<file path="config.mk">
export PLATFORM = sky130hd
export DESIGN_NAME = cmou_top
export DESIGN_NICKNAME = d
export VERILOG_FILES = /design/src/cmou_pkg.sv /design/src/cmou_way_hit.sv /design/src/cmou_top.sv
export SDC_FILE = /design/constraint.sdc
export NUM_CORES = 1
export LEC_CHECK = 0
export BUFFER_PORTS_ARGS = -buffer_cell sky130_fd_sc_hd__buf_2
export CORE_AREA = 2 2 390 392
export CTS_CLUSTER_SIZE = 12
export DETAILED_ROUTE_END_ITERATION = 8
export DIE_AREA = 0 0 392 394
export PLACE_DENSITY = 0.48
export SYNTH_ARGS = -nofsm -noshare
export SYNTH_HDL_FRONTEND = slang
export SYNTH_SLANG_ARGS = --single-unit
export TNS_END_PERCENT = 100
</file>
<file path="constraint.sdc">
create_clock -name ref_clk -period 18.2 [get_ports ref_clk]
set_input_delay 1.82 -clock ref_clk [delete_from_list [all_inputs] [get_ports ref_clk]]
set_output_delay 1.82 -clock ref_clk [all_outputs]
set_load 0.02 [all_outputs]
</file>
<file path="src/cmou_pkg.sv">
package cmou_pkg;
   localparam int CMOU_WAYS = 4;
   localparam int CMOU_PTAG_W = 28;
   localparam int CMOU_STAG_W = 23;
   localparam int CMOU_PIDX_W = 9;
   localparam int CMOU_SIDX_W = 12;
   localparam int CMOU_XIDX_W = 14;
   localparam int CMOU_VA_W = 64;
   localparam int CMOU_PA_W = 40;
   localparam int CMOU_OFS_W = 16;

   localparam logic [4:0] CMOU_OP_I_IDX_INV = 5'h00;
   localparam logic [4:0] CMOU_OP_D_IDX_WBI = 5'h01;
   localparam logic [4:0] CMOU_OP_D_LD_TAG = 5'h05;
   localparam logic [4:0] CMOU_OP_D_ST_TAG = 5'h09;
   localparam logic [4:0] CMOU_OP_D_HIT_INV = 5'h11;
   localparam logic [4:0] CMOU_OP_D_HIT_WBI = 5'h15;
   localparam logic [4:0] CMOU_OP_D_LD_DAT = 5'h19;
   localparam logic [4:0] CMOU_OP_D_ST_DAT = 5'h1d;
   localparam logic [4:0] CMOU_OP_S_IDX_WBI = 5'h03;
   localparam logic [4:0] CMOU_OP_S_LD_TAG = 5'h07;
   localparam logic [4:0] CMOU_OP_S_ST_TAG = 5'h0b;
   localparam logic [4:0] CMOU_OP_S_HIT_INV = 5'h13;
   localparam logic [4:0] CMOU_OP_S_HIT_WBI = 5'h17;
   localparam logic [4:0] CMOU_OP_S_LD_DAT = 5'h1b;
   localparam logic [4:0] CMOU_OP_S_ST_DAT = 5'h1f;

   localparam logic [1:0] CMOU_ST_INV = 2'h0;
   localparam logic [1:0] CMOU_ST_DIRTY = 2'h3;
   localparam logic [31:0] CMOU_TAGREG_RST = 32'h0;

   // field positions inside the tag-low / tag-high pair
   localparam int CMOU_TLO_L2WAY_LSB = 4;
   localparam int CMOU_TLO_DST_LSB = 6;
   localparam int CMOU_TLO_DCACHE_TAG_LSB = 8;
   localparam int CMOU_TLO_SST_LSB = 10;
   localparam int CMOU_TLO_STAG_LSB = 13;
   localparam int CMOU_THI_TAGX_LSB = 0;
   localparam int CMOU_THI_SMOD_LSB = 29;

   typedef struct packed {
      logic valid;
      logic [4:0] op;
      logic [63:0] base;
      logic [15:0] offset;
   } cmou_req_s;

   typedef struct packed {
      logic valid;
      logic [63:0] va;
   } cmou_tlbreq_s;

   typedef struct packed {
      logic valid;
      logic [39:0] pa;
   } cmou_tlbrsp_s;

   typedef struct packed {
      logic lo_we;
      logic hi_we;
      logic [31:0] data;
   } cmou_cpw_s;

   typedef struct packed {
      logic valid;
      logic we;
      logic tag_we;
      logic [8:0] idx;
      logic [3:0] wmask;
      logic [27:0] tag;
      logic [1:0] state;
      logic [1:0] l2way;
      logic par;
   } cmou_preq_s;

   typedef struct packed {
      logic valid;
      logic [3:0][27:0] tag;
      logic [3:0][1:0] state;
      logic [3:0][1:0] l2way;
      logic [3:0][2:0] smod;
   } cmou_prsp_s;

   typedef struct packed {
      logic valid;
      logic we;
      logic [11:0] idx;
      logic [1:0] way;
      logic [22:0] tag;
      logic [1:0] state;
   } cmou_sreq_s;

   typedef struct packed {
      logic valid;
      logic [3:0][22:0] tag;
      logic [3:0][1:0] state;
   } cmou_srsp_s;

   typedef struct packed {
      logic valid;
      logic we;
      logic l2;
      logic [13:0] idx;
      logic [1:0] way;
      logic [63:0] wdata;
   } cmou_xreq_s;

   typedef struct packed {
      logic valid;
      logic [63:0] rdata;
   } cmou_xrsp_s;

   typedef struct packed {
      logic valid;
      logic [11:0] idx;
      logic [1:0] way;
   } cmou_wbreq_s;
endpackage

</file>
<file path="src/cmou_way_hit.sv">
module cmou_way_hit #(
   parameter int WAYS = 4,
   parameter int TW = 28
) (
   input wire logic [WAYS-1:0][TW-1:0] tag,
   input wire logic [WAYS-1:0] live,
   input wire logic [TW-1:0] cmp,
   output logic [WAYS-1:0] hit
);
   if (WAYS < 1 || TW < 1) begin : g_chk
      $error("cmou_way_hit: WAYS and TW must be positive");
   end

   always_comb begin
      for (int i = 0; i < WAYS; i++) begin
         hit[i] = live[i] && (tag[i] == cmp);
      end
   end
endmodule // cmou_way_hit

</file>
<file path="src/cmou_top.sv">
module cmou_top #(
   parameter int WAYS = cmou_pkg::CMOU_WAYS
) (
   input wire logic ref_clk,
   input wire logic rst_n,
   input wire cmou_pkg::cmou_req_s op_req,
   output logic op_busy,
   output logic op_done,
   input wire cmou_pkg::cmou_cpw_s cp_wr,
   output logic [31:0] cache_tag_low,
   output logic [31:0] cache_tag_high,
   output cmou_pkg::cmou_tlbreq_s tlb_req,
   input wire cmou_pkg::cmou_tlbrsp_s tlb_rsp,
   output cmou_pkg::cmou_preq_s ic_req,
   input wire cmou_pkg::cmou_prsp_s ic_rsp,
   output cmou_pkg::cmou_preq_s dc_req,
   input wire cmou_pkg::cmou_prsp_s dc_rsp,
   output cmou_pkg::cmou_sreq_s sc_req,
   input wire cmou_pkg::cmou_srsp_s sc_rsp,
   output cmou_pkg::cmou_xreq_s dat_req,
   input wire cmou_pkg::cmou_xrsp_s dat_rsp,
   output cmou_pkg::cmou_wbreq_s dwb_req,
   input wire logic dwb_ack,
   output cmou_pkg::cmou_wbreq_s siu_req,
   input wire logic siu_ack
);
   import cmou_pkg::*;

   if (WAYS != CMOU_WAYS) begin : g_chk
      $error("cmou_top: only four ways are supported");
   end

   typedef enum logic [3:0] {
      ST_IDLE,
      ST_XLATE,
      ST_SCHK,
      ST_IRD,
      ST_ICHK,
      ST_DRD,
      ST_DCHK,
      ST_DWB,
      ST_DWR,
      ST_SWR,
      ST_SIU,
      ST_LDD,
      ST_DONE
   } cmou_st_e;

   typedef struct packed {
      cmou_st_e st;
      logic [4:0] op;
      logic [63:0] va;
      logic [39:0] pa;
      logic [31:0] tlo;
      logic [31:0] thi;
      cmou_tlbreq_s tlb;
      cmou_preq_s ireq;
      cmou_preq_s dreq;
      cmou_sreq_s sreq;
      cmou_xreq_s xreq;
      cmou_wbreq_s dwb;
      cmou_wbreq_s siu;
      logic busy;
      logic done;
      logic [22:0] stag;
      logic [1:0] sway;
      logic [1:0] sstate;
      logic [1:0] dway;
   } cmou_state_s;

   cmou_state_s s_q;
   cmou_state_s s_d;
   logic rst_meta_q;
   logic rst_sync_q;
   logic [3:0] i_live;
   logic [3:0] d_live;
   logic [3:0] s_live;
   logic [3:0] i_hit;
   logic [3:0] d_hit;
   logic [3:0] s_hit;
   logic [27:0] s_ptag;
   logic [27:0] d_cmp;
   logic s_seq;
   logic wb_op;

   function automatic logic [1:0] first_way(input logic [3:0] m);
      logic [1:0] w;
      w = 2'h0;
      for (int i = 3; i >= 0; i--) begin
         if (m[i]) begin
            w = 2'(i);
         end
      end
      return w;
   endfunction

   function automatic logic [3:0] way_onehot(input logic [1:0] w);
      logic [3:0] m;
      m = 4'h0;
      m[w] = 1'b1;
      return m;
   endfunction

   always_ff @(posedge ref_clk or negedge rst_n) begin
      if (!rst_n) begin
         rst_meta_q <= 1'b0;
         rst_sync_q <= 1'b0;
      end else begin
         rst_meta_q <= 1'b1;
         rst_sync_q <= rst_meta_q;
      end
   end

   // primary tag of the secondary block: the stored secondary tag stag then pa[16:12]
   assign s_ptag = {s_q.stag, s_q.pa[16:12]};
   assign s_seq = s_q.op[1];
   assign d_cmp = s_seq ? s_ptag : s_q.pa[39:12];
   assign wb_op = (s_q.op == CMOU_OP_D_IDX_WBI) || (s_q.op == CMOU_OP_D_HIT_WBI)
      || (s_q.op == CMOU_OP_S_IDX_WBI) || (s_q.op == CMOU_OP_S_HIT_WBI);

   always_comb begin
      for (int i = 0; i < 4; i++) begin
         i_live[i] = ic_rsp.state[i][0];
         d_live[i] = dc_rsp.state[i] != CMOU_ST_INV;
         s_live[i] = sc_rsp.state[i] != CMOU_ST_INV;
      end
   end

   cmou_way_hit #(.WAYS(4), .TW(CMOU_PTAG_W)) u_ihit (
      .tag(ic_rsp.tag),
      .live(i_live),
      .cmp(s_ptag),
      .hit(i_hit)
   );

   cmou_way_hit #(.WAYS(4), .TW(CMOU_PTAG_W)) u_dhit (
      .tag(dc_rsp.tag),
      .live(d_live),
      .cmp(d_cmp),
      .hit(d_hit)
   );

   cmou_way_hit #(.WAYS(4), .TW(CMOU_STAG_W)) u_shit (
      .tag(sc_rsp.tag),
      .live(s_live),
      .cmp(s_q.pa[39:17]),
      .hit(s_hit)
   );

   always_comb begin
      logic [63:0] va_n;
      logic [3:0] sel;
      logic [1:0] w;
      va_n = '0;
      sel = '0;
      w = '0;
      s_d = s_q;
      s_d.done = 1'b0;
      s_d.ireq.valid = 1'b0;
      s_d.dreq.valid = 1'b0;
      s_d.dreq.tag_we = 1'b0;
      s_d.sreq.valid = 1'b0;
      s_d.xreq.valid = 1'b0;
      // moves to the tag pair; software must not overlap them with a running op
      if (cp_wr.lo_we) begin
         s_d.tlo = cp_wr.data;
      end
      if (cp_wr.hi_we) begin
         s_d.thi = cp_wr.data;
      end
      case (s_q.st)
         ST_IDLE: begin
            if (op_req.valid) begin
               va_n = op_req.base + {{48{op_req.offset[15]}}, op_req.offset};
               s_d.op = op_req.op;
               s_d.va = va_n;
               s_d.tlb.valid = 1'b1;
               s_d.tlb.va = va_n;
               s_d.busy = 1'b1;
               s_d.st = ST_XLATE;
            end
         end
         ST_XLATE: begin
            if (tlb_rsp.valid) begin
               s_d.tlb.valid = 1'b0;
               s_d.pa = tlb_rsp.pa;
               s_d.st = ST_DONE;
               case (s_q.op)
                  CMOU_OP_I_IDX_INV: begin
                     s_d.ireq.valid = 1'b1;
                     s_d.ireq.we = 1'b1;
                     s_d.ireq.tag_we = 1'b0;
                     s_d.ireq.idx = s_q.va[13:5];
                     s_d.ireq.wmask = 4'hf;
                     s_d.ireq.state = CMOU_ST_INV;
                  end
                  CMOU_OP_D_IDX_WBI, CMOU_OP_D_LD_TAG,
                  CMOU_OP_D_HIT_INV, CMOU_OP_D_HIT_WBI: begin
                     s_d.dreq.valid = 1'b1;
                     s_d.dreq.we = 1'b0;
                     s_d.dreq.idx = s_q.va[13:5];
                     s_d.st = ST_DCHK;
                  end
                  CMOU_OP_D_ST_TAG: begin
                     s_d.dreq.valid = 1'b1;
                     s_d.dreq.we = 1'b1;
                     s_d.dreq.tag_we = 1'b1;
                     s_d.dreq.idx = s_q.va[13:5];
                     s_d.dreq.wmask = way_onehot(s_q.va[1:0]);
                     s_d.dreq.l2way = s_q.tlo[CMOU_TLO_L2WAY_LSB +: 2];
                     s_d.dreq.state = s_q.tlo[CMOU_TLO_DST_LSB +: 2];
                     s_d.dreq.tag = {s_q.thi[CMOU_THI_TAGX_LSB +: 4],
                        s_q.tlo[CMOU_TLO_DCACHE_TAG_LSB +: 24]};
                     s_d.dreq.par = 1'b0;
                  end
                  CMOU_OP_D_LD_DAT, CMOU_OP_S_LD_DAT,
                  CMOU_OP_D_ST_DAT, CMOU_OP_S_ST_DAT: begin
                     s_d.xreq.valid = 1'b1;
                     s_d.xreq.we = s_q.op[2];
                     s_d.xreq.l2 = s_q.op[1];
                     s_d.xreq.idx = s_q.op[1] ? s_q.va[16:3] : {3'h0, s_q.va[13:3]};
                     s_d.xreq.way = s_q.va[1:0];
                     s_d.xreq.wdata = {s_q.thi, s_q.tlo};
                     s_d.st = s_q.op[2] ? ST_DONE : ST_LDD;
                  end
                  CMOU_OP_S_IDX_WBI, CMOU_OP_S_LD_TAG,
                  CMOU_OP_S_HIT_INV, CMOU_OP_S_HIT_WBI: begin
                     s_d.sreq.valid = 1'b1;
                     s_d.sreq.we = 1'b0;
                     s_d.sreq.idx = tlb_rsp.pa[16:5];
                     s_d.sreq.way = tlb_rsp.pa[1:0];
                     s_d.st = ST_SCHK;
                  end
                  CMOU_OP_S_ST_TAG: begin
                     // the store-tag set is pa[13:5]; the upper set bits stay zero
                     s_d.sreq.valid = 1'b1;
                     s_d.sreq.we = 1'b1;
                     s_d.sreq.idx = {3'h0, tlb_rsp.pa[13:5]};
                     s_d.sreq.way = tlb_rsp.pa[1:0];
                     s_d.sreq.state = s_q.tlo[CMOU_TLO_SST_LSB +: 2];
                     s_d.sreq.tag = {s_q.thi[CMOU_THI_TAGX_LSB +: 4],
                        s_q.tlo[CMOU_TLO_STAG_LSB +: 19]};
                  end
                  default: begin
                     s_d.st = ST_DONE;
                  end
               endcase
            end
         end
         ST_SCHK: begin
            if (sc_rsp.valid) begin
               w = s_q.pa[1:0];
               if (s_q.op == CMOU_OP_S_LD_TAG) begin
                  s_d.tlo = '0;
                  s_d.thi = '0;
                  s_d.tlo[CMOU_TLO_SST_LSB +: 2] = sc_rsp.state[w];
                  s_d.tlo[CMOU_TLO_STAG_LSB +: 19] = sc_rsp.tag[w][18:0];
                  s_d.thi[CMOU_THI_TAGX_LSB +: 4] = sc_rsp.tag[w][22:19];
                  s_d.st = ST_DONE;
               end else begin
                  sel = (s_q.op == CMOU_OP_S_IDX_WBI) ? (way_onehot(w) & s_live) : s_hit;
                  if (sel == 4'h0) begin
                     s_d.st = ST_DONE;
                  end else begin
                     w = first_way(sel);
                     s_d.sway = w;
                     s_d.stag = sc_rsp.tag[w];
                     s_d.sstate = sc_rsp.state[w];
                     s_d.st = ST_IRD;
                  end
               end
            end
         end
         ST_IRD: begin
            s_d.ireq.valid = 1'b1;
            s_d.ireq.we = 1'b0;
            s_d.ireq.idx = s_q.pa[13:5];
            s_d.st = ST_ICHK;
         end
         ST_ICHK: begin
            if (ic_rsp.valid) begin
               if (i_hit != 4'h0) begin
                  s_d.ireq.valid = 1'b1;
                  s_d.ireq.we = 1'b1;
                  s_d.ireq.wmask = i_hit;
                  s_d.ireq.state = CMOU_ST_INV;
               end
               s_d.st = ST_DRD;
            end
         end
         ST_DRD: begin
            s_d.dreq.valid = 1'b1;
            s_d.dreq.we = 1'b0;
            s_d.dreq.idx = s_q.pa[13:5];
            s_d.st = ST_DCHK;
         end
         ST_DCHK: begin
            if (dc_rsp.valid) begin
               w = s_q.va[1:0];
               if (s_q.op == CMOU_OP_D_LD_TAG) begin
                  s_d.tlo = '0;
                  s_d.thi = '0;
                  s_d.tlo[CMOU_TLO_L2WAY_LSB +: 2] = dc_rsp.l2way[w];
                  s_d.tlo[CMOU_TLO_DST_LSB +: 2] = dc_rsp.state[w];
                  s_d.tlo[CMOU_TLO_DCACHE_TAG_LSB +: 24] = dc_rsp.tag[w][23:0];
                  s_d.thi[CMOU_THI_TAGX_LSB +: 4] = dc_rsp.tag[w][27:24];
                  s_d.thi[CMOU_THI_SMOD_LSB +: 3] = dc_rsp.smod[w];
                  s_d.st = ST_DONE;
               end else begin
                  sel = (s_q.op == CMOU_OP_D_IDX_WBI) ? (way_onehot(w) & d_live) : d_hit;
                  if (sel == 4'h0) begin
                     s_d.st = s_seq ? ST_SWR : ST_DONE;
                  end else begin
                     w = first_way(sel);
                     s_d.dway = w;
                     // only the first matching way is handled; two live copies cannot exist
                     if (wb_op && dc_rsp.state[w] == CMOU_ST_DIRTY) begin
                        s_d.dwb.valid = 1'b1;
                        s_d.dwb.idx = {3'h0, s_q.dreq.idx};
                        s_d.dwb.way = w;
                        s_d.st = ST_DWB;
                     end else begin
                        s_d.st = ST_DWR;
                     end
                  end
               end
            end
         end
         ST_DWB: begin
            if (dwb_ack) begin
               s_d.dwb.valid = 1'b0;
               s_d.st = ST_DWR;
            end
         end
         ST_DWR: begin
            s_d.dreq.valid = 1'b1;
            s_d.dreq.we = 1'b1;
            s_d.dreq.wmask = way_onehot(s_q.dway);
            s_d.dreq.state = CMOU_ST_INV;
            s_d.dreq.par = 1'b0;
            s_d.st = s_seq ? ST_SWR : ST_DONE;
         end
         ST_SWR: begin
            s_d.sreq.valid = 1'b1;
            s_d.sreq.we = 1'b1;
            s_d.sreq.way = s_q.sway;
            s_d.sreq.state = CMOU_ST_INV;
            s_d.sreq.tag = (s_q.op == CMOU_OP_S_IDX_WBI) ? s_q.stag : s_q.pa[39:17];
            s_d.st = ST_DONE;
            if (s_q.sstate == CMOU_ST_DIRTY && s_q.op != CMOU_OP_S_HIT_INV) begin
               s_d.siu.valid = 1'b1;
               s_d.siu.idx = s_q.sreq.idx;
               s_d.siu.way = s_q.sway;
               s_d.st = ST_SIU;
            end
         end
         ST_SIU: begin
            if (siu_ack) begin
               s_d.siu.valid = 1'b0;
               s_d.st = ST_DONE;
            end
         end
         ST_LDD: begin
            if (dat_rsp.valid) begin
               s_d.thi = dat_rsp.rdata[63:32];
               s_d.tlo = dat_rsp.rdata[31:0];
               s_d.st = ST_DONE;
            end
         end
         ST_DONE: begin
            s_d.done = 1'b1;
            s_d.busy = 1'b0;
            s_d.st = ST_IDLE;
         end
         default: begin
            s_d.st = ST_IDLE;
         end
      endcase
   end

   always_ff @(posedge ref_clk or negedge rst_sync_q) begin
      if (!rst_sync_q) begin
         s_q <= '0;
      end else begin
         s_q <= s_d;
      end
   end

   assign op_busy = s_q.busy;
   assign op_done = s_q.done;
   assign cache_tag_low = s_q.tlo;
   assign cache_tag_high = s_q.thi;
   assign tlb_req = s_q.tlb;
   assign ic_req = s_q.ireq;
   assign dc_req = s_q.dreq;
   assign sc_req = s_q.sreq;
   assign dat_req = s_q.xreq;
   assign dwb_req = s_q.dwb;
   assign siu_req = s_q.siu;
endmodule // cmou_top

</file>
# Word-level counts from Yosys, hierarchy flattened
# Index checks and enable logic that the tools add are counted.
# word_totals
elab_cells	310
reg_bits	428
# op_classes
n_mux	117
n_lt_le_gt_ge	8
reduce_logical	71
bitwise_logic	6
eq_ne	60
add_sub_neg	1
# ops
operator	n
$mux 64	5
$eq 28x28->1	8
$pmux 64 s3	1
$mux 173	1
$mux 83	2
$bmux 23 s2	2
$eq 23x23->1	4
$mux 15	5
$mux 73	1
$mux 23	3
$mux 65	1
$add 64x64->64	1
$mux 32	2
$mux 4	16
$bmux 28 s2	1
$mux 28	2
$mux 2	27
$pmux 27 s2	1
$pmux 4 s12	1
$eq 5x5->1 const B	8
$mux 37	1
$pmux 9 s2	2
$reduce_bool 2->1	18
$reduce_and 3->1	11
45 further kinds	139

# Logic depth before layout (Yosys ltp)
# Gate-level depths: netlist (run 1).
# logic_depth
ltp_word	23
mapped_depth	13
ltp_nobuf	13

# Modules after synthesis
# Synthesis (run 1) repeated with hierarchy kept, for this count alone.
# unflattened
hier_cells	3634
hier_area_um2	30940.9
# by_module_without_submodules
mod	area_per_inst_um2	cells_per_inst	seq_area_each_um2	instances
cmou_top	27446.3	3205	10560.1	1
cmou_way_hit at u_dhit ...	1234.9	152	0.0	2
cmou_way_hit at u_shit	1024.7	125	0.0	1

# Worst setup path before layout (run 1)
# Ideal clock, no wire load.
# synth_path
path_kind	input to register
from	input port op_req[0] in the netlist's numbering
to	register s_q (netlist bit tlb_req[62])
slack_ns	13.696
t_required_ns	18.068
path_buffers	0
arrival_time_ns	4.372
setup_time_ns	0.132
path_stages	13
cell_sequence	ha_1 inv_1 fa_1 nor2b_1 o31a_1 o2111a_1 o21ai_0 a2111oi_2 a31o_2 a211oi_1 o41ai_1 xnor2_1 o21ai_1
# synth_between
elab_chain_cells	1
# synth_lines
element	line	source
start, declared	cmou_top.sv:6	input wire cmou_pkg::cmou_req_s op_req,
$add 64x64->64	cmou_top.sv:174	va_n = op_req.base + {{48{op_req.offset[15]}}, op_req.offset};
end signal, assigned	cmou_top.sv:383	s_q <= '0;
end signal, assigned	cmou_top.sv:385	s_q <= s_d;
end, declared	cmou_top.sv:71	cmou_state_s s_q;
# No other way between the ends.
# A chain may end at the register's enable or synchronous reset.

# Final worst setup path (run 1)
# layout_path
from	register s_q[517] in the netlist's numbering
to	register s_q (netlist bit dwb_req[0])
# layout_between
elab_chain_cells	17
word_cells_on_any_way	34
cone_classes	eq/ne (10); mux (12); bitwise (2); reduce/logical (10)
# layout_lines
element	line	source
$mux 28	cmou_top.sv:117	assign d_cmp = s_seq ? s_ptag : s_q.pa[39:12];
$eq 28x28->1	cmou_way_hit.sv:16	hit[i] = live[i] && (tag[i] == cmp);
$logic_and 1x1->1	cmou_way_hit.sv:16	
$mux 4	cmou_top.sv:310	sel = (s_q.op == CMOU_OP_D_IDX_WBI) ? (way_onehot(w) & d_live) : d_hit;
$mux 2 (4 in series)	cmou_top.sv:90	if (m[i]) begin
$mux 2	cmou_top.sv:311	if (sel == 4'h0) begin
$mux 2	cmou_top.sv:300	if (s_q.op == CMOU_OP_D_LD_TAG) begin
$mux 2	cmou_top.sv:298	if (dc_rsp.valid) begin
$mux 2	cmou_top.sv:171	case (s_q.st)
$bmux 2 s2	cmou_top.sv:317	if (wb_op && dc_rsp.state[w] == CMOU_ST_DIRTY) begin
$mux 2 (not written as such)	cmou_top.sv:317	
$eq 2x2->1	cmou_top.sv:317	
$logic_and 1x1->1	cmou_top.sv:317	
$reduce_and 5->1 (no source line)	-	
# Parallel ways exist; a longest one is shown, timed or not. The select of a mux whose other input is x is not followed.

==> impl_metrics.env, run 1 <==
export IMPL_seq_area_frac_synth=0.343
export IMPL_regArea_um2=10600
export IMPL_die_area_um2=154000
export IMPL_multi_input_area_um2=16600
export IMPL_nets=4468
export IMPL_cts_hold_buf=0
export IMPL_status="finished clean"
export IMPL_syn_inst=3295
export IMPL_fin_crit_sh=0.310
export IMPL_crit_end="dwb_req[0]"
export IMPL_drive_above_1_share=0.351
export IMPL_tritoncts="built"
export IMPL_cts_root_buf="clkbuf_16"
export IMPL_dr_wl_met3_mm=13.6
export IMPL_yosysMostFrequentCell="nand2_1"
export IMPL_synthArstFlopShare=1.00
export IMPL_synth_edf_count=0
export IMPL_io_pins=996
export IMPL_cp_start_kind="register"
export IMPL_syn_area_um2=30800
export IMPL_hold_class="reg2async"
export IMPL_r2r_end="dwb_req[0]"
export IMPL_maxCapViolCount=0
export IMPL_ir_drop_mv=0.0855
export IMPL_skew_ns=0.0435
export IMPL_wirelength_met1_mm=66.2
export IMPL_yosys_register_bits=422
export IMPL_arrival_ns=6.16
export IMPL_portBuffers=930
export IMPL_place_congestion=0.950
export IMPL_met2_length_mm=87.7
export IMPL_synth_ff_type="dfrtp_1"
export IMPL_period_minus_slack_ns=5.65
export IMPL_cp_max_fo=21
export IMPL_yosys_area_top_type_share=0.343
export IMPL_grt_pass1_wl_mm=234
export IMPL_clk_pin_slew_ns=0.06
export IMPL_cts_buffers=55
export IMPL_p_per_area_nw_per_um2=142
export IMPL_post_cts_buffers=0
export IMPL_avgRoutedWirePerCell_um=29.7
export IMPL_yosysTopAreaCell="dfrtp_1"
export IMPL_finalSetupViolations=0
export IMPL_regToRegStartpoint="s_q[517]"
export IMPL_dieWidth_um=392
export IMPL_dp_hpwl_mm=145
export IMPL_drc=0
export IMPL_syn_area_per_cell_um2=9.33
export IMPL_grt_pass1_vias=27388
export IMPL_drt_total_wl_mm=175
export IMPL_drtIter0Drc=2303
export IMPL_holdWs_ns=0.348
export IMPL_insertion_delay_ns=0.66
export IMPL_synthTopCellsByArea="dfrtp_1 (34%), buf_4 (9.3%), xnor2_1 (7.0%)"
export IMPL_setup_slack_ns=12.55
export IMPL_clockBufferDepth=3
export IMPL_dp_slack_ns=12.19
export IMPL_rsz0062_at_grt="false"
export IMPL_core_um2=151000
export IMPL_tns_ns=0
export IMPL_relSlewSlack=0.191
export IMPL_leakagePower_uw=0.0179
export IMPL_grt_max_degree=102
export IMPL_track_usage=0.219
export IMPL_num_vias=27637
export IMPL_finalHoldViolCount=0
export IMPL_r2r_slack_ns=12.55
export IMPL_start_util=0.204
export IMPL_grt_overflow_total=0
export IMPL_tightest_slew_ns=1.21
export IMPL_top_layer_used="met5"
export IMPL_grt_antenna_before_repair=92
export IMPL_r2r_worst_path_cells=11
export IMPL_critPathKind="reg2reg"
export IMPL_area_growth_pct=20.2
export IMPL_num_fill_cells=16666
export IMPL_synth_cell_types=78
export IMPL_route_antenna_remaining_nets=0
export IMPL_critPathRequiredTime_ns=18.71
export IMPL_cts_sinks=422
export IMPL_worstSetupStartpoint="s_q[517]"
export IMPL_drtPass1Iterations=6
export IMPL_cts_resized=0
export IMPL_utilization=0.245
export IMPL_rows=143
export IMPL_yosys_warnings=0
export IMPL_vias_per_cell=4.68
export IMPL_die_h_um=394
export IMPL_max_freq_mhz=177
export IMPL_maxSlewViolCount=0
export IMPL_synth_commonest_cells="nand2_1 (503), dfrtp_1 (422), buf_4 (381)"
export IMPL_end_kind="register"
export IMPL_h_tree_depth=2
==> metrics by stage <==
| step | cells | instance area [um^2] | total power [uW] |
|---|---|---|---|
| global route | 5887 | 36900 | 5540 |
| global placement | 5764 | 35000 | 4140 |
| floorplan | 3332 | 30900 | 3270 |
| detailed placement | 5764 | 35000 | 4150 |
| CTS | 5868 | 36900 | 5320 |
| finish | 5902 | 37000 | 5260 |
==> power by group <==
| part | internal, uW | switching [uW] | total [uW] |
|---|---|---|---|
| Combinational | 870 | 1530 | 2400 |
| Clock | 649 | 496 | 1140 |
| Sequential | 1230 | 486 | 1710 |
==> worst min path at each step <==
stage,start,end,slack [ns],depth (start not counted)
6_report,rst_sync_q,s_q[3],0.35,0
5_1_grt,rst_meta_q,rst_sync_q,0.36,0
4_1_cts,rst_meta_q,rst_sync_q,0.35,0
3_5_place_dp,rst_meta_q,rst_sync_q,0.34,0
3_3_place_gp,rst_meta_q,rst_sync_q,0.33,0
2_1_floorplan,rst_meta_q,rst_sync_q,0.33,0
==> critical path: stages (launching register included) <==
cell and delay [ns]:
dfrtp_4 0.71, buf_4 0.65, mux2i_2 0.85, xnor2_1 0.12, nor4_1 0.76, nand4_1 0.53
o31ai_4 0.47, nor4_1 0.10, buf_4 0.17, nor3_4 0.19, nand2_2 0.41, mux2_4 0.43
==> logic make-up after synthesis <==
| group | synth area share |
|---|---|
| and+or+nand+nor | 0.128 |
| buffers and inverters | 0.124 |
| AOI/OAI and AO/OA | 0.126 |
| DFF | 0.343 |
| xor gates and xnor gates | 0.106 |
| muxes | 0.145 |
| adders and majority gates | 0.0263 |
| other | 0.000244 |
==> routing by layer <==
layer	up-vias	GRT usage
li1	12203	-
met5	-	0
met2	1317	0.391
met4	58	0.0754
met1	13734	0.253
met3	325	0.0527
==> sequential cells by signal, summed over array words and instances, names as in the netlist, 28 cells and up <==
| signal | flops |
|---|---|
| s_ptag | 28 |
| cache_tag_high | 32 |
| dc_req | 48 |
| dat_req | 83 |
| sc_req | 41 |
| cache_tag_low | 32 |
| tlb_req | 65 |
| s_q | 47 |
==> cell type report <==
| cell class | instances | share of cell area |
|---|---|---|
| sequential | 422 | 0.286 |
| inverter | 34 | 0.00345 |
| timing repair buffer | 994 | 0.139 |
| clock inverter | 32 | 0.00863 |
| antenna | 34 | 0.00230 |
| clock buffer | 72 | 0.0420 |
| tap | 2030 | 0.0687 |
| multi-input combinational | 2284 | 0.450 |
==> layout by cell type, fill, tap and decap left out, drive strengths merged, types with 9 or more instances in the layout <==
| master | instances |
|---|---|
| a2bb2oi | 26 |
| clkinv | 18 |
| inv | 38 |
| nor4 | 52 |
| clkbuf | 72 |
| a31oi | 31 |
| a222oi | 24 |
| nand2b | 17 |
| xnor2 | 246 |
| and2 | 10 |
| nand2 | 504 |
| nor3 | 24 |
| nand3 | 46 |
| a21oi | 92 |
| nand4 | 54 |
| conb | 39 |
| xor2 | 126 |
| buf | 994 |
| o31ai | 10 |
| a211oi | 33 |
| a22oi | 11 |
| mux2i | 144 |
| dfrtp | 422 |
| o21bai | 12 |
| and3 | 39 |
| mux2 | 130 |
| diode | 34 |
| mux4 | 60 |
| a21o | 45 |
| nor2 | 87 |
| o22ai | 9 |
| o21ai | 236 |
| ha | 63 |
No activity file was read; power rests on OpenSTA's default activity.
==> run 2: changes to the inputs <==
--- a/config.mk
+++ b/config.mk
@@ -10,7 +10,7 @@
 export CTS_CLUSTER_SIZE = 12
 export DETAILED_ROUTE_END_ITERATION = 8
 export DIE_AREA = 0 0 392 394
-export PLACE_DENSITY = 0.48
+export PLACE_DENSITY = 0.49
 export SYNTH_ARGS = -nofsm -noshare
 export SYNTH_HDL_FRONTEND = slang
 export SYNTH_SLANG_ARGS = --single-unit
==> constraint.sdc (replaced) <==
create_clock -name ref_clk -period 5 [get_ports ref_clk]
set_input_delay 0.5 -clock ref_clk [delete_from_list [all_inputs] [get_ports ref_clk]]
set_output_delay 0.5 -clock ref_clk [all_outputs]
set_load 0.02 [all_outputs]
==> run 2 against run 1 <==
Against the previous run: clock skew decreased by 0.014 ns; via count increased by 1.4%; sequential share of layout area decreased by 0.63 points; die area unchanged; largest power group unchanged.
==> impl_metrics.env, run 2 (synthesized netlist as in run 1, its figures left out) <==
export IMPL_status="finished clean"
export IMPL_fin_cells=5978
export IMPL_rsz0062_at_grt="false"
export IMPL_grt_overflow_total=0
export IMPL_core_um2=151000
export IMPL_cts_root_buf="clkbuf_16"
export IMPL_cp_common_cell="nor4_1"
export IMPL_route_antenna_remaining_nets=0
export IMPL_end_kind="register"
export IMPL_grt_pass1_vias=27490
export IMPL_cts_sinks=422
export IMPL_grt_antenna_before_repair=93
export IMPL_drtPass1Iterations=6
export IMPL_skew_ns=0.0297
export IMPL_fin_crit_sh=0.906
export IMPL_final_cell_area_um2=37800
export IMPL_final_cell_mix="buf_2 (930), nand2_1 (501), dfrtp_1 (417)"
export IMPL_critPathRequiredTime_ns=5.55
export IMPL_drc=0
export IMPL_holdWs_ns=0.0565
export IMPL_maxSlewViolCount=0
export IMPL_place_inst=5791
export IMPL_io_pins=996
export IMPL_p_per_area_nw_per_um2=517
export IMPL_drtIter0Drc=2179
export IMPL_top_layer_used="met5"
export IMPL_maxCapViolCount=0
export IMPL_tightest_slew_ns=1.35
export IMPL_dp_hpwl_mm=146
export IMPL_grt_max_degree=126
export IMPL_setup_slack_ns=0.472
export IMPL_clockBufferDepth=3
export IMPL_largest_register_ffs=83
export IMPL_avgRoutedWirePerCell_um=29.4
export IMPL_ir_drop_mv=0.314
export IMPL_grt_pass1_wl_mm=235
export IMPL_num_fill_cells=16548
export IMPL_dr_wl_met3_mm=13.1
export IMPL_layout_commonest_cell="buf_2"
export IMPL_dpl_cell_area_um2=35200
export IMPL_h_tree_depth=2
export IMPL_finalHoldViolCount=0
export IMPL_die_area_um2=154000
export IMPL_wirelength_met1_mm=66.9
export IMPL_leakagePower_uw=0.0183
export IMPL_nets=4531
export IMPL_post_cts_buffers=0
export IMPL_place_congestion=0.967
export IMPL_period_minus_slack_ns=4.53
export IMPL_portBuffers=930
export IMPL_clk_pin_slew_ns=0.06
export IMPL_num_vias=28020
export IMPL_start_util=0.204
export IMPL_vias_per_cell=4.69
export IMPL_met2_length_mm=89.2
export IMPL_cpPeakStageDelay_ns=0.71
export IMPL_insertion_delay_ns=0.67
export IMPL_tns_ns=0
export IMPL_tritoncts="built"
export IMPL_die_h_um=394
export IMPL_cp_slowest_cell="dfrtp_4"
export IMPL_finalSetupViolations=0
export IMPL_drt_total_wl_mm=176
export IMPL_critPathKind="reg2reg"
export IMPL_relSlewSlack=0.0946
export IMPL_max_freq_mhz=221
export IMPL_cp_start_kind="register"
export IMPL_track_usage=0.220
export IMPL_rows=143
export IMPL_hold_class="in2reg"
export IMPL_area_growth_pct=22.9
export IMPL_worstPathCellList="buf_4, mux2i_4, xnor2_1, nor4_1, nand4_1, o31ai_4, nor4_1, nor3_4, nand2_2, buf_12, mux2_4"
export IMPL_drive_above_1_share=0.353
export IMPL_cp_max_fo=15
export IMPL_arrival_ns=5.07
export IMPL_cts_buffers=58
export IMPL_dp_slack_ns=0.424
export IMPL_dieWidth_um=392
[run 2: power by group]
group | switching [uW] | internal (uW) | total, uW
Sequential | 1670 | 4470 | 6140
Clock | 1850 | 2690 | 4540
Combinational | 5600 | 3240 | 8840
Total | 9110 | 10400 | 19500
[run 2: path summary, 6_finish.rpt]
kind                        startpoint    endpoint  slack [ns]  depth (start not counted)
min in group asynchronous        rst_n  rst_meta_q        0.17                          2
max in group asynchronous   rst_sync_q  dc_req[46]        3.36                          1
hold / removal             tlb_rsp[11]  sc_req[33]        0.06                          3
setup reg to reg              s_q[517]  dwb_req[6]        0.47                         11
setup / recovery              s_q[517]  dwb_req[6]        0.47                         11
hold reg to reg             rst_meta_q  rst_sync_q        0.35                          0
[run 2: timing repair]
action | 4_1_cts | 5_1_grt
hold endpoints to repair | 34 | 0
hold buffers | 33 | 0
resized for setup | 0 | 0
[run 2: critical path: cells and delay by family, from the launching register on]
family / cells / cell delay (ns)
and+or+nand+nor: 5 / 1.65
muxes: 2 / 0.78
DFF: 1 / 0.71
buffers and inverters: 2 / 0.59
AOI/OAI and AO/OA: 1 / 0.46
xor gates and xnor gates: 1 / 0.11
[run 2: through the flow]
stage	util	total power, uW
finish	0.251	19500
global route	0.251	20500
CTS	0.250	19700
detailed placement	0.234	15100
global placement	0.234	15000
floorplan	-	11900
[run 2: per-layer routing]
metal  vias up  GRT usage
met3       286     0.0526
li1      12354          -
met2      1336      0.391
met5         -          0
met4        44     0.0764
met1     14000      0.254
[run 2: cell type report]
cell class,count,area [um^2],area share
diodes,45,113,0.00298
clock inverters,33,417,0.0110
well taps,2030,2540,0.0672
flip-flops and latches,422,10600,0.280
inverters,34,128,0.00338
clock buffers,76,1680,0.0445
multi-input cells,2284,16600,0.439
repair buffers,1054,5730,0.152
==> run 3: changes to the inputs <==
--- a/config.mk
+++ b/config.mk
@@ -6,12 +6,13 @@
 export NUM_CORES = 1
 export LEC_CHECK = 0
 export BUFFER_PORTS_ARGS = -buffer_cell sky130_fd_sc_hd__buf_2
-export CORE_AREA = 2 2 390 392
+export CORE_AREA = 2 2 389 391
 export CTS_CLUSTER_SIZE = 12
 export DETAILED_ROUTE_END_ITERATION = 8
-export DIE_AREA = 0 0 392 394
-export PLACE_DENSITY = 0.49
+export DIE_AREA = 0 0 391 393
+export PLACE_DENSITY = 0.5
 export SYNTH_ARGS = -nofsm -noshare
 export SYNTH_HDL_FRONTEND = slang
+export SYNTH_HIERARCHICAL = 1
 export SYNTH_SLANG_ARGS = --single-unit
 export TNS_END_PERCENT = 100
==> run 3 against run 2 <==
Against the previous run: wire length rose by 6.7%; synthesized cell count up 10%; core utilization is 0.33 points higher; clock power decreased by 3%; fmax is 0.62% lower; first-iteration DRC count decreased by 3.3%; total power decreased by 1.6%; flip-flop and latch count unchanged; critical path depth up 3; sequential power decreased by 2%; synthesized area increased by 0.61%; setup slack got worse by 0.028 ns; largest power group unchanged.
==> impl_metrics.env, run 3 <==
export IMPL_maxSlewViolCount=0
export IMPL_largest_register_ffs=83
export IMPL_route_antenna_remaining_nets=0
export IMPL_grt_overflow_total=0
export IMPL_nets=4893
export IMPL_synth_commonest_cells="nand2_1 (915), dfrtp_1 (422), buf_4 (386)"
export IMPL_yosys_warnings=6
export IMPL_yosysTopAreaCell="dfrtp_1"
export IMPL_tritoncts="built"
export IMPL_rows=142
export IMPL_cts_resized=0
export IMPL_yosys_area_top_type_share=0.341
export IMPL_maxCapViolCount=0
export IMPL_hold_class="in2reg"
export IMPL_grt_antenna_before_repair=63
export IMPL_place_congestion=0.953
export IMPL_p_per_area_nw_per_um2=507
export IMPL_cp_max_fo=26
export IMPL_io_pins=996
export IMPL_clockBufferDepth=3
export IMPL_synth_edf_count=0
export IMPL_synth_ff_type="dfrtp_1"
export IMPL_yosys_register_bits=422
export IMPL_syn_area_per_cell_um2=8.51
export IMPL_final_cell_mix="buf_2 (930), nand2_1 (914), dfrtp_1 (417)"
export IMPL_syn_area_um2=30900
export IMPL_finalHoldViolCount=0
export IMPL_fin_crit_sh=0.911
export IMPL_h_tree_depth=2
export IMPL_cp_start_kind="register"
export IMPL_synth_cell_types=86
export IMPL_dpl_cell_area_um2=35400
export IMPL_max_freq_mhz=219
export IMPL_insertion_delay_ns=0.71
export IMPL_drive_above_1_share=0.299
export IMPL_worstPathCellList="buf_12, mux2_2, xor2_1, nor4_1, nand4_1, nor4_2, o21ai_0, mux2i_1, mux2i_1, mux2i_1, a211oi_2, and2_1, buf_12, mux2_1"
export IMPL_cts_sinks=422
export IMPL_cts_root_buf="clkbuf_16"
export IMPL_grt_max_degree=105
export IMPL_skew_ns=0.0724
export IMPL_grt_pass1_vias=29296
export IMPL_leakagePower_uw=0.0187
export IMPL_cp_common_cell="mux2i_1"
export IMPL_finalSetupViolations=0
export IMPL_num_vias=29522
export IMPL_arrival_ns=5.11
export IMPL_period_minus_slack_ns=4.56
export IMPL_crit_family="simple AND/OR/NAND/NOR gates"
export IMPL_avgRoutedWirePerCell_um=30.1
export IMPL_clk_pin_slew_ns=0.07
export IMPL_status="finished clean"
export IMPL_dp_slack_ns=0.394
export IMPL_place_inst=6056
export IMPL_utilization=0.254
export IMPL_rsz0062_at_grt="false"
export IMPL_dieWidth_um=391
export IMPL_tns_ns=0
export IMPL_synthArstFlopShare=1.00
export IMPL_critPathKind="reg2reg"
export IMPL_yosysMostFrequentCell="nand2_1"
export IMPL_layout_commonest_cell="buf_2"
export IMPL_drtPass1Iterations=7
export IMPL_drtIter0Drc=2108
export IMPL_drc=0
export IMPL_synthTopCellsByArea="dfrtp_1 (34%), nand2_1 (11%), buf_4 (9.4%)"
export IMPL_start_util=0.207
export IMPL_setup_slack_ns=0.444
export IMPL_dp_hpwl_mm=155
export IMPL_final_cell_area_um2=37900
export IMPL_track_usage=0.236
export IMPL_cpPeakStageDelay_ns=0.62
export IMPL_critPathRequiredTime_ns=5.56
export IMPL_fin_cells=6233
export IMPL_vias_per_cell=4.74
export IMPL_relSlewSlack=0.283
export IMPL_portBuffers=930
export IMPL_drt_total_wl_mm=187
export IMPL_cp_slowest_cell="nor4_2"
export IMPL_die_area_um2=154000
export IMPL_seq_area_frac_synth=0.341
export IMPL_area_growth_pct=22.6
export IMPL_grt_pass1_wl_mm=250
export IMPL_end_kind="register"
export IMPL_syn_inst=3634
export IMPL_ir_drop_mv=0.339
export IMPL_core_um2=149000
export IMPL_cts_buffers=57
export IMPL_worst_path_buf_inv=2
export IMPL_die_h_um=393
export IMPL_tightest_slew_ns=1.08
-- run 3: cell types whose count changed in the layout (fill, tap and decap cells not counted), sizes merged, moves of 46 or more --
cell,delta
o211ai,+46
mux2i,-72
xnor2,-110
nand2,+413
mux2,-80
xor2,+109
-- run 3: cell type report --
class	instances	area, um^2
Sequential cell	422	10600
Timing Repair Buffer	1072	5930
Fill cell	16482	111000
Multi-Input combinational cell	2629	16800
Clock buffer	79	1610
Clock inverter	26	369
Tap cell	1944	2430
Inverter	34	128
Antenna cell	27	67.6
-- run 3: tightest hold or removal path, stage by stage --
cell	delay, ns
buf_2	0.08
a22oi_1	0.07
o211ai_1	0.07
-- run 3: cells by family after synthesis --
| kind of cell | synth area share |
|---|---|
| compound gates | 0.131 |
| xor+xnor | 0.105 |
| fa+ha+maj | 0.0261 |
| buf+inv | 0.124 |
| flops | 0.341 |
| mux | 0.0852 |
| other cells | 0.000243 |
| simple gates | 0.188 |
-- run 3: power breakdown --
group	switching [uW]	total, uW	internal (uW)
sequential	1520	6020	4500
clock	1850	4420	2570
combinational	5750	8770	3020
-- run 3: layer usage --
metal | track usage | part of all wire | up-vias
li1 | - | - | 13263
met1 | 0.269 | 0.38 | 14574
met2 | 0.418 | 0.50 | 1311
met3 | 0.0568 | 0.076 | 334
met4 | 0.0993 | 0.049 | 40
met5 | 0 | 0.0013 | -
-- run 3: final timing paths --
kind	from	cells past startpoint	to	slack [ns]
max reg2reg	s_q[517]	14	dwb_req[4]	0.44
max	s_q[517]	14	dwb_req[4]	0.44
min	dat_rsp[29]	3	cache_tag_low[29]	0.06
min in group asynchronous	rst_n	2	rst_sync_q	0.19
max in group asynchronous	rst_sync_q	1	dat_req[27]	3.56
min reg2reg	rst_sync_q	0	sc_req[25]	0.29
-- run 3: repair_timing --
| item | CTS | global route |
|---|---|---|
| endpoints found under the hold margin | 47 | 0 |
| buffers inserted | 0 | 0 |
| hold buffers | 45 | 0 |
-- run 3: per-stage QoR --
stage,hold WS [ns],total power (uW)
floorplan,0.204,11700
global placement,0.286,14800
detailed placement,0.288,14800
CTS,0.00143,19400
global route,0.0423,20200
finish,0.0576,19200
